## src/rsp_pkg.sv

```systemverilog
// Shared register map, field layout, reset values and timing for the clock/power control block
`default_nettype none

package rsp_pkg;

   // Register offsets; the status word is a local addition
   localparam logic [31:0] RADIO_CLK_OFS = 32'h5000_0008;
   localparam logic [31:0] SYS_CLK_OFS   = 32'h5000_000a;
   localparam logic [31:0] PMU_CTL_OFS   = 32'h5000_0010;
   localparam logic [31:0] CLK_STAT_OFS  = 32'h5000_0040;

   // Radio clock control fields
   localparam int LINK_EN_BIT  = 7;
   localparam int LP_RST_BIT   = 6;
   localparam int LINK_DIV_LSB = 4;
   localparam int RFCU_EN_BIT  = 3;
   localparam int RFU_DIV_LSB  = 0;

   // System clock control fields
   localparam int ON_XTAL_BIT  = 7;
   localparam int ON_RC_BIT    = 6;
   localparam int ON_SLOW_BIT  = 5;
   localparam int SPIKE_BIT    = 3;
   localparam int XTAL_OFF_BIT = 2;
   localparam int SRC_SEL_LSB  = 0;

   // Power management fields
   localparam int RET_LSB      = 8;
   localparam int BOOST_BIT    = 7;
   localparam int BUCK_BIT     = 6;
   localparam int OTP_DIV_LSB  = 4;
   localparam int RADIO_PD_BIT = 2;
   localparam int PERIPH_PD_BIT = 1;
   localparam int WAKE_RST_BIT = 0;

   // Status fields
   localparam int SETTLED_BIT  = 1;
   localparam int TRIM_BIT     = 0;

   // Reset values of the stored fields
   localparam logic       LP_RST_RST    = 1'h1;
   localparam logic       RADIO_PD_RST  = 1'h1;
   localparam logic       PERIPH_PD_RST = 1'h1;
   localparam logic [2:0] SRC_FLAG_RST  = 3'h4;

   // Source selector codes; 2 and 3 both mean a slow source
   localparam logic [1:0] SEL_XTAL = 2'h0;
   localparam logic [1:0] SEL_RC   = 2'h1;

   // Crystal settle time and its cycle count at the core clock rate
   localparam int CLK_KHZ       = 20000;
   localparam int SETTLE_TIME_US = 2000;
   localparam int SETTLE_CYC    = SETTLE_TIME_US * CLK_KHZ / 1000;

   typedef struct packed {
      logic       link_core_clock_en;
      logic       link_lowpower_timer_rst;
      logic [1:0] link_core_clock_div;
      logic       rf_ctrl_unit_clock_en;
      logic [1:0] rf_ctrl_unit_clock_div;
   } rsp_radio_s;

   typedef struct packed {
      logic       spike_filter_off;
      logic       fast_crystal_off;
      logic [1:0] sysclk_source_select;
   } rsp_sys_s;

   typedef struct packed {
      logic [3:0] retain;
      logic       force_boost;
      logic       force_buck;
      logic [1:0] otp_copy_div;
      logic       radio_sleep;
      logic       peripheral_powerdown;
      logic       reset_on_wake;
   } rsp_pmu_s;

endpackage

`default_nettype wire

```

## src/rsp_clk_pmu_ctrl.sv

```systemverilog
// Clock gating, dividers, source select and power management control
//
// Function
// - link core clocks run only when enabled
// - low-power timer held reset while bit set
// - link core divider 1, 2, 4, 8
// - RF control unit clock gated by enable
// - RF control unit divider 1, 2, 4, 8
// - read-only flags show running clock source
// - spike filter bypassed while disable bit set
// - crystal off at once, stays off across sleep
// - selector picks crystal, RC or slow source
// - one retention bit per RAM macro
// - force boost or buck at next wakeup
// - boost wins when both are set
// - force bits lock after first write that sets either one
// - HCLK divider applied only during OTP mirroring
// - radio digital powered down while bit set
// - peripherals powered down while bit set
// - reset after wakeup when bit set
// - settled flag only after over 2 ms
`timescale 1ns/10ps
`default_nettype none

module rsp_clk_pmu_ctrl #(
   parameter int ADDR_W     = 32,
   parameter int SETTLE_CYC = rsp_pkg::SETTLE_CYC
) (
   // Clock and reset
   input  wire logic              clk,
   input  wire logic              rst,
   // Register port
   input  wire logic [ADDR_W-1:0] addr,
   input  wire logic [15:0]       wdata,
   input  wire logic              wr,
   input  wire logic              rd,
   output logic      [15:0]       rdata,
   // Pins from the analog side
   input  wire logic [2:0]        src_active,
   input  wire logic              fast_crystal_trim_done,
   input  wire logic              sleep_active,
   // Same-clock status from the OTP controller
   input  wire logic              otp_mirror_active,
   // Radio clock outputs
   output logic                   link_core_tick,
   output logic                   link_lowpower_timer_rst,
   output logic                   rf_ctrl_unit_tick,
   // Oscillator and source outputs
   output logic [1:0]             sysclk_source_select,
   output logic                   fast_crystal_enable,
   output logic                   spike_filter_off,
   output logic                   fast_crystal_settled,
   // Power management outputs
   output logic [3:0]             retention_keep,
   output logic                   dcdc_boost,
   output logic                   dcdc_buck,
   output logic                   hclk_div_override,
   output logic [1:0]             hclk_div_value,
   output logic                   radio_powerdown,
   output logic                   peripheral_powerdown,
   output logic                   wake_reset_req
);

   ////////////////////////////////////////////////////////////////////////////
   // Elaboration checks

   if (SETTLE_CYC < 2) begin : g_bad_settle
      $error("SETTLE_CYC must be at least 2");
   end
   if (ADDR_W < 32) begin : g_bad_addr
      $error("ADDR_W must hold the full register offsets");
   end

   // Low bits that must all be ones for a tick at a given divide setting
   // One free counter serves every ratio, so ticks stay evenly spaced
   function automatic logic [2:0] div_mask(input logic [1:0] sel);
      case (sel)
         2'h0:    div_mask = 3'h0;
         2'h1:    div_mask = 3'h1;
         2'h2:    div_mask = 3'h3;
         2'h3:    div_mask = 3'h7;
         default: div_mask = 3'h0;
      endcase
   endfunction

   ////////////////////////////////////////////////////////////////////////////
   // Registers

   rsp_pkg::rsp_radio_s radio;
   rsp_pkg::rsp_sys_s   sys;
   rsp_pkg::rsp_pmu_s   pmu;
   logic                force_lock;
   logic [2:0]          src_flag;
   logic                trim_flag;
   logic                sleep_flag;

   logic hit_radio;
   logic hit_sys;
   logic hit_pmu;
   logic hit_stat;

   // Address decode against the full offsets; partial decode would alias
   // Stray writes to neighbouring words must not land here
   assign hit_radio = (addr == ADDR_W'(rsp_pkg::RADIO_CLK_OFS));
   assign hit_sys   = (addr == ADDR_W'(rsp_pkg::SYS_CLK_OFS));
   assign hit_pmu   = (addr == ADDR_W'(rsp_pkg::PMU_CTL_OFS));
   assign hit_stat  = (addr == ADDR_W'(rsp_pkg::CLK_STAT_OFS));

   // Radio clock control writes
   // Reserved bits are dropped and read back as zero
   always_ff @(posedge clk or posedge rst) begin
      if (rst) begin
         radio                         <= '0;
         radio.link_lowpower_timer_rst <= rsp_pkg::LP_RST_RST;
      end else if (wr && hit_radio) begin
         radio.link_core_clock_en      <= wdata[rsp_pkg::LINK_EN_BIT];
         radio.link_lowpower_timer_rst <= wdata[rsp_pkg::LP_RST_BIT];
         radio.link_core_clock_div     <= wdata[rsp_pkg::LINK_DIV_LSB +: 2];
         radio.rf_ctrl_unit_clock_en   <= wdata[rsp_pkg::RFCU_EN_BIT];
         radio.rf_ctrl_unit_clock_div  <= wdata[rsp_pkg::RFU_DIV_LSB +: 2];
      end
   end

   // System clock control writes; crystal disable takes effect next edge
   // Running flags are not stored here; they come from the pins
   always_ff @(posedge clk or posedge rst) begin
      if (rst) begin
         sys <= '0;
      end else if (wr && hit_sys) begin
         sys.spike_filter_off     <= wdata[rsp_pkg::SPIKE_BIT];
         sys.fast_crystal_off     <= wdata[rsp_pkg::XTAL_OFF_BIT];
         sys.sysclk_source_select <= wdata[rsp_pkg::SRC_SEL_LSB +: 2];
      end
   end

   // Power management writes; force bits frozen once one was written as 1
   // Writing zeros to both force bits leaves them open
   // Only reset reopens the lock, so software gets one try
   always_ff @(posedge clk or posedge rst) begin
      if (rst) begin
         pmu                      <= '0;
         pmu.radio_sleep          <= rsp_pkg::RADIO_PD_RST;
         pmu.peripheral_powerdown <= rsp_pkg::PERIPH_PD_RST;
         force_lock               <= 1'b0;
      end else if (wr && hit_pmu) begin
         pmu.retain               <= wdata[rsp_pkg::RET_LSB +: 4];
         pmu.otp_copy_div         <= wdata[rsp_pkg::OTP_DIV_LSB +: 2];
         pmu.radio_sleep          <= wdata[rsp_pkg::RADIO_PD_BIT];
         pmu.peripheral_powerdown <= wdata[rsp_pkg::PERIPH_PD_BIT];
         pmu.reset_on_wake        <= wdata[rsp_pkg::WAKE_RST_BIT];
         if (!force_lock) begin
            pmu.force_boost <= wdata[rsp_pkg::BOOST_BIT];
            pmu.force_buck  <= wdata[rsp_pkg::BUCK_BIT];
            force_lock      <= wdata[rsp_pkg::BOOST_BIT] |
                               wdata[rsp_pkg::BUCK_BIT];
         end
      end
   end

   // Read data valid only in the cycle after the strobe
   // Zero outside that cycle, and for unmapped addresses, so a
   // shared read mux can simply OR the slaves together
   always_ff @(posedge clk or posedge rst) begin
      if (rst) begin
         rdata <= '0;
      end else begin
         rdata <= '0;
         if (rd && hit_radio) begin
            rdata[rsp_pkg::LINK_EN_BIT]         <= radio.link_core_clock_en;
            rdata[rsp_pkg::LP_RST_BIT]          <= radio.link_lowpower_timer_rst;
            rdata[rsp_pkg::LINK_DIV_LSB +: 2]   <= radio.link_core_clock_div;
            rdata[rsp_pkg::RFCU_EN_BIT]         <= radio.rf_ctrl_unit_clock_en;
            rdata[rsp_pkg::RFU_DIV_LSB +: 2]    <= radio.rf_ctrl_unit_clock_div;
         end else if (rd && hit_sys) begin
            rdata[rsp_pkg::ON_XTAL_BIT]         <= src_flag[2];
            rdata[rsp_pkg::ON_RC_BIT]           <= src_flag[1];
            rdata[rsp_pkg::ON_SLOW_BIT]         <= src_flag[0];
            rdata[rsp_pkg::SPIKE_BIT]           <= sys.spike_filter_off;
            rdata[rsp_pkg::XTAL_OFF_BIT]        <= sys.fast_crystal_off;
            rdata[rsp_pkg::SRC_SEL_LSB +: 2]    <= sys.sysclk_source_select;
         end else if (rd && hit_pmu) begin
            rdata[rsp_pkg::RET_LSB +: 4]        <= pmu.retain;
            rdata[rsp_pkg::BOOST_BIT]           <= pmu.force_boost;
            rdata[rsp_pkg::BUCK_BIT]            <= pmu.force_buck;
            rdata[rsp_pkg::OTP_DIV_LSB +: 2]    <= pmu.otp_copy_div;
            rdata[rsp_pkg::RADIO_PD_BIT]        <= pmu.radio_sleep;
            rdata[rsp_pkg::PERIPH_PD_BIT]       <= pmu.peripheral_powerdown;
            rdata[rsp_pkg::WAKE_RST_BIT]        <= pmu.reset_on_wake;
         end else if (rd && hit_stat) begin
            rdata[rsp_pkg::SETTLED_BIT]         <= fast_crystal_settled;
            rdata[rsp_pkg::TRIM_BIT]            <= trim_flag;
         end
      end
   end

   ////////////////////////////////////////////////////////////////////////////
   // Pin synchronisers

   // Bit 4 sleep, bit 3 trim done, bits 2:0 active source (crystal, RC, slow)
   localparam logic [4:0] PIN_RST = {1'b0, 1'b0, rsp_pkg::SRC_FLAG_RST};

   logic [4:0] pin_raw;
   logic [4:0] pin_s1;
   logic [4:0] pin_s2;
   logic [4:0] pin_s3;
   logic [4:0] pin_ok;

   assign pin_raw = {sleep_active, fast_crystal_trim_done, src_active};

   // Three stages; a value is taken only when stages two and three agree
   // A pin caught mid-change is held off until both stages settle,
   // at the cost of one extra cycle of latency
   for (genvar i = 0; i < 5; i++) begin : g_sync
      always_ff @(posedge clk or posedge rst) begin
         if (rst) begin
            pin_s1[i] <= PIN_RST[i];
            pin_s2[i] <= PIN_RST[i];
            pin_s3[i] <= PIN_RST[i];
            pin_ok[i] <= PIN_RST[i];
         end else begin
            pin_s1[i] <= pin_raw[i];
            pin_s2[i] <= pin_s1[i];
            pin_s3[i] <= pin_s2[i];
            if (pin_s2[i] == pin_s3[i]) begin
               pin_ok[i] <= pin_s3[i];
            end
         end
      end
   end

   // Flags follow the mux's own report, not the requested code,
   // so a requested source only shows once it really drives the clock
   assign src_flag   = pin_ok[2:0];
   assign trim_flag  = pin_ok[3];
   assign sleep_flag = pin_ok[4];

   ////////////////////////////////////////////////////////////////////////////
   // Clock dividers

   logic [2:0] link_cnt;
   logic [2:0] rfcu_cnt;
   logic [1:0] link_div_act;
   logic [1:0] rfu_div_act;

   // New divide settings load only at the counter wrap, so no short pulse
   // Worst case a new ratio waits eight cycles to take effect
   always_ff @(posedge clk or posedge rst) begin
      if (rst) begin
         link_cnt     <= '0;
         link_div_act <= '0;
      end else begin
         link_cnt <= link_cnt + 3'h1;
         if (link_cnt == 3'h7) begin
            link_div_act <= radio.link_core_clock_div;
         end
      end
   end

   // Same scheme for the RF control unit; counters run even when gated
   always_ff @(posedge clk or posedge rst) begin
      if (rst) begin
         rfcu_cnt     <= '0;
         rfu_div_act  <= '0;
      end else begin
         rfcu_cnt <= rfcu_cnt + 3'h1;
         if (rfcu_cnt == 3'h7) begin
            rfu_div_act <= radio.rf_ctrl_unit_clock_div;
         end
      end
   end

   // Gated, divided tick enables for the two radio clock domains
   // Registered, so a divider load can never glitch a tick
   always_ff @(posedge clk or posedge rst) begin
      if (rst) begin
         link_core_tick    <= 1'b0;
         rf_ctrl_unit_tick <= 1'b0;
      end else begin
         link_core_tick    <= radio.link_core_clock_en &
            ((link_cnt & div_mask(link_div_act)) == div_mask(link_div_act));
         rf_ctrl_unit_tick <= radio.rf_ctrl_unit_clock_en &
            ((rfcu_cnt & div_mask(rfu_div_act)) == div_mask(rfu_div_act));
      end
   end

   ////////////////////////////////////////////////////////////////////////////
   // Oscillator and source control

   logic [$clog2(SETTLE_CYC+2)-1:0] settle_cnt;

   // Crystal runs only when not disabled and the chip is awake
   // The off bit outlives sleep, so a wakeup does not restart it
   always_ff @(posedge clk or posedge rst) begin
      if (rst) begin
         fast_crystal_enable  <= 1'b1;
         spike_filter_off     <= 1'b0;
         sysclk_source_select <= rsp_pkg::SEL_XTAL;
      end else begin
         fast_crystal_enable  <= ~sys.fast_crystal_off & ~sleep_flag;
         spike_filter_off     <= sys.spike_filter_off;
         sysclk_source_select <= sys.sysclk_source_select;
      end
   end

   // Settle timer restarts whenever the crystal is stopped
   // Counts one past the limit so settled means strictly more than it;
   // even a one-cycle stop costs a full settle time
   always_ff @(posedge clk or posedge rst) begin
      if (rst) begin
         settle_cnt           <= '0;
         fast_crystal_settled <= 1'b0;
      end else if (!fast_crystal_enable) begin
         settle_cnt           <= '0;
         fast_crystal_settled <= 1'b0;
      end else if (settle_cnt <= ($bits(settle_cnt))'(SETTLE_CYC)) begin
         settle_cnt <= settle_cnt + 1'b1;
      end else begin
         fast_crystal_settled <= 1'b1;
      end
   end

   ////////////////////////////////////////////////////////////////////////////
   // Power management

   logic sleep_q;
   logic wake_evt;

   assign wake_evt = sleep_q & ~sleep_flag;

   // Converter mode and reset request latched on the wakeup edge
   // Modes never change while awake; the reset request is one cycle
   always_ff @(posedge clk or posedge rst) begin
      if (rst) begin
         sleep_q        <= 1'b0;
         dcdc_boost     <= 1'b0;
         dcdc_buck      <= 1'b0;
         wake_reset_req <= 1'b0;
      end else begin
         sleep_q        <= sleep_flag;
         wake_reset_req <= wake_evt & pmu.reset_on_wake;
         if (wake_evt) begin
            dcdc_boost <= pmu.force_boost;
            dcdc_buck  <= pmu.force_buck & ~pmu.force_boost;
         end
      end
   end

   // Static power controls straight from the register
   // Outside mirroring the override value is held at divide by one
   always_ff @(posedge clk or posedge rst) begin
      if (rst) begin
         link_lowpower_timer_rst <= rsp_pkg::LP_RST_RST;
         retention_keep          <= '0;
         radio_powerdown         <= rsp_pkg::RADIO_PD_RST;
         peripheral_powerdown    <= rsp_pkg::PERIPH_PD_RST;
         hclk_div_override       <= 1'b0;
         hclk_div_value          <= '0;
      end else begin
         link_lowpower_timer_rst <= radio.link_lowpower_timer_rst;
         retention_keep          <= pmu.retain;
         radio_powerdown         <= pmu.radio_sleep;
         peripheral_powerdown    <= pmu.peripheral_powerdown;
         hclk_div_override       <= otp_mirror_active;
         hclk_div_value          <= otp_mirror_active ? pmu.otp_copy_div : 2'h0;
      end
   end

endmodule

`default_nettype wire

```

## config.mk

```make
export PLATFORM = sky130hd
export DESIGN_NAME = rsp_clk_pmu_ctrl
export DESIGN_NICKNAME = d
export VERILOG_FILES = /design/src/rsp_pkg.sv /design/src/rsp_clk_pmu_ctrl.sv
export SDC_FILE = /design/constraint.sdc
export NUM_CORES = 1
export LEC_CHECK = 0
export BUFFER_PORTS_ARGS = -buffer_cell sky130_fd_sc_hd__buf_2
export CAP_MARGIN = 15
export CORE_AREA = 2 2 104 106
export DETAILED_ROUTE_END_ITERATION = 16
export DIE_AREA = 0 0 106 108
export PLACE_DENSITY_LB_ADDON = 0.1
export SYNTH_ARGS = -nofsm -noshare
export SYNTH_HDL_FRONTEND = slang
export SYNTH_SLANG_ARGS = --single-unit
export TNS_END_PERCENT = 1
```

## constraint.sdc

```tcl
create_clock -name clk -period 4.77 [get_ports clk]
set_input_delay 0.2385 -clock clk [delete_from_list [all_inputs] [get_ports clk]]
set_output_delay 0.2385 -clock clk [all_outputs]
set_load 0.005 [all_outputs]
```

==> summary.txt <==
status: finished, final reports clean
Pins Over Slew Limit: 0
top-area cell type share of the netlist area: 0.5664
multi-input logic area: 0.001341 mm²
synth cell count leaders: dfrtp_1 (91), mux2_2 (25), inv_1 (21), nor2_1 (21), o21ai_0 (20)
CP Launch Type: register
Crit-path slowest cell: o21ai_0
Tcrit/Tclk final: 0.4838
Routed Antenna Nets: 0
skew final: 0.007226 ns
critical path buffer and inverter count: 1
Root Buffer Master: clkbuf_8
fin nets: 485
clock sink count: 102
Rows: 37
Tot Pwr: 1.541 mW
largest net degree at the start of global routing: 56
Pre-antenna DRT Iters: 4
unrepaired setup endpoints after global routing: no
Ant. Diodes: 0
# hold bufs at CTS: 7
fillcell total: 969
Reg area: 0.002566 mm²
Final Hold Fails: 0
Setup Fix Bufs, Post-CTS: 0
Avg Vias per Cell: 4.802
Setup crit start: settle_cnt[0]
Worst Tran Pin Value: 1.106 ns
initial antenna violation count: 1
PortBufs: 85
first-pass GRT wire length: 13.41 mm
Clk Latency, worst-skew pair: 0.36 ns
DRT iter0 DRCs: 75
Core ar.: 0.01023 mm²
CP peak stage delay: 0.87 ns
GRT Overall Usage: 0.1501
total grt overflow: 0
most used flip-flop cell after synthesis: dfrtp_1
worst-path maximum fanout: 11
vias in the first global route: 2,699
share of post-route cells with drive strength above 1: 0.3521
final core occ: 0.4771
IO Count: 94
origin of the worst min-delay path: wdata[11]
main area contributors after synthesis: dfrtp_1 (57%), dfstp_2 (7.2%), mux2_2 (7.0%)
Die W: 106 µm
Pleak: 2.369 nW
Crit path top cell by count: o21ai_0
Max Cap Viol: 0
Vias: 2,699
Final HPWL DP: 5.646 mm
Peak Freq: 433.4 MHz
gpl congestion: 0.7616
synthesized flop and latch total: 102
Synth area leader: dfrtp_1
Non-Filler Instances: 562
cts repair resizes: 0
DRC Markers: 0
Avg WL per Cell: 14.07 µm
Mean Syn Cell Area: 12.48 µm²
Inst Count DP: 539
synthesized netlist cell count: 322
data required time of the worst path: 5.05 ns
setup violators final: 0
crit path DAT: 2.59 ns
die span in y: 108 µm
TritonCTS Buffers: 9
total wire length: 7.907 mm
HP Class: in -> reg
Syn. warnings: 0
worst relative slew slack: 0.2552
Netlist cell types: 44
area grow syn2layout: 21.41%
initial core utilization: 0.3929
Crit Path Class: reg -> reg
fin crit period: 2.308 ns
EDFF count, synth: 0
Hold WS: 0.1089 ns
Setup TNS: 0 ns
Bufs on Longest Clock Path: 2
synthesized area: 0.004020 mm²
asr flop ratio synth: 1.000
worst reg2reg path startpoint: settle_cnt[0]
sequential area share after synthesis: 0.6383
worst-case vdd ir drop: 0.2133 mV
CP top delay family: compound AO/OA/AOI/OAI gates
CP cell instances: inv_1, ha_1, nor4b_1, a21o_1, o21ai_0, o21ai_0, a21oi_1
CTS tree: yes
critical path capture point type: register
die outline area: 0.01145 mm²
PD cells: 315.6 mW/mm²
CTS H-tree depth: 3
clk slew on worst S/H paths: 0.09 ns
top-count cell post-synth: dfrtp_1
-- kinds of logic after synthesis --
| logic type | after synthesis | synth area share |
|---|---|---|
| compound gates | 47 | 0.06754 |
| xor+xnor | 3 | 0.006537 |
| fa+ha+maj | 11 | 0.03112 |
| buf+inv | 30 | 0.03237 |
| flops | 102 | 0.6383 |
| mux | 29 | 0.07999 |
| other cells | 1 | 0.0009328 |
| simple gates | 99 | 0.1432 |
-- final cells by class --
cell class              count  share of cell area
flip-flops and latches    102              0.5258
multi-input cells         193              0.2748
repair buffers             94              0.1046
well taps                 136             0.03486
clock buffers              12             0.03179
inverters                  21             0.01666
clock inverters             4             0.01154
-- worst paths after layout --
| path | end | slack, ns | depth (start not counted) |
|---|---|---|---|
| max in group asynchronous | pmu[5] | 3.18 | 4 |
| hold reg to reg | pin_s2[1] | 0.36 | 0 |
| setup / recovery | settle_cnt[11] | 2.46 | 7 |
| setup reg to reg | settle_cnt[11] | 2.46 | 7 |
| hold / removal | pmu[10] | 0.11 | 2 |
| min in group asynchronous | hclk_div_value[0] | 0.52 | 3 |
-- metal layers --
layer	GRT usage	share of wire
met3	0.04280	0.044
met5	0	0.0016
met4	0.04229	0.010
met1	0.1994	0.47
met2	0.2429	0.47
-- registers in the layout, summed over array words and instances, names as in the netlist, 2 cells and up --
register / flops
settle_cnt: 16
rdata: 12
pmu: 11
radio: 7
pin_s1: 5
pin_s2: 5
pin_s3: 5
retention_keep: 4
sys: 4
link_cnt: 3
pin_ok: 3
rfcu_cnt: 3
hclk_div_value: 2
link_div_act: 2
rfu_div_act: 2
sysclk_source_select: 2
-- metrics by stage --
step,area [µm²],worst slack (ns)
floorplan,4031,1.874
global placement,4599,2.518
detailed placement,4599,2.397
CTS,4881,2.384
global route,4881,2.163
finish,4881,2.462
-- worst reg2reg max path, delay by kind of cell, from the launching register on --
family	cells	cell delay, ns
and+or+nand+nor	1	0.14
buffers and inverters	1	0.08
adders and majority gates	1	0.20
AOI/OAI and AO/OA	4	1.44
DFF	1	0.38
-- report_power, final --
group	switching (mW)	internal [mW]	total [mW]
Clock	0.288	0.275	0.562
Combinational	0.0471	0.0374	0.0845
Sequential	0.0105	0.883	0.894
-- cells in the final DEF (no fill, tap or decap), types with 8 or more instances in the layout --
master / n
dfrtp_1: 91
buf_2: 85
mux2_2: 25
nor2_1: 21
inv_1: 20
o21ai_0: 20
a21oi_1: 16
nand2_1: 13
clkbuf_8: 11
dfstp_2: 11
or3_1: 10
nor4_1: 8
and2_1: 8
Power figures use the tool's default switching activity.
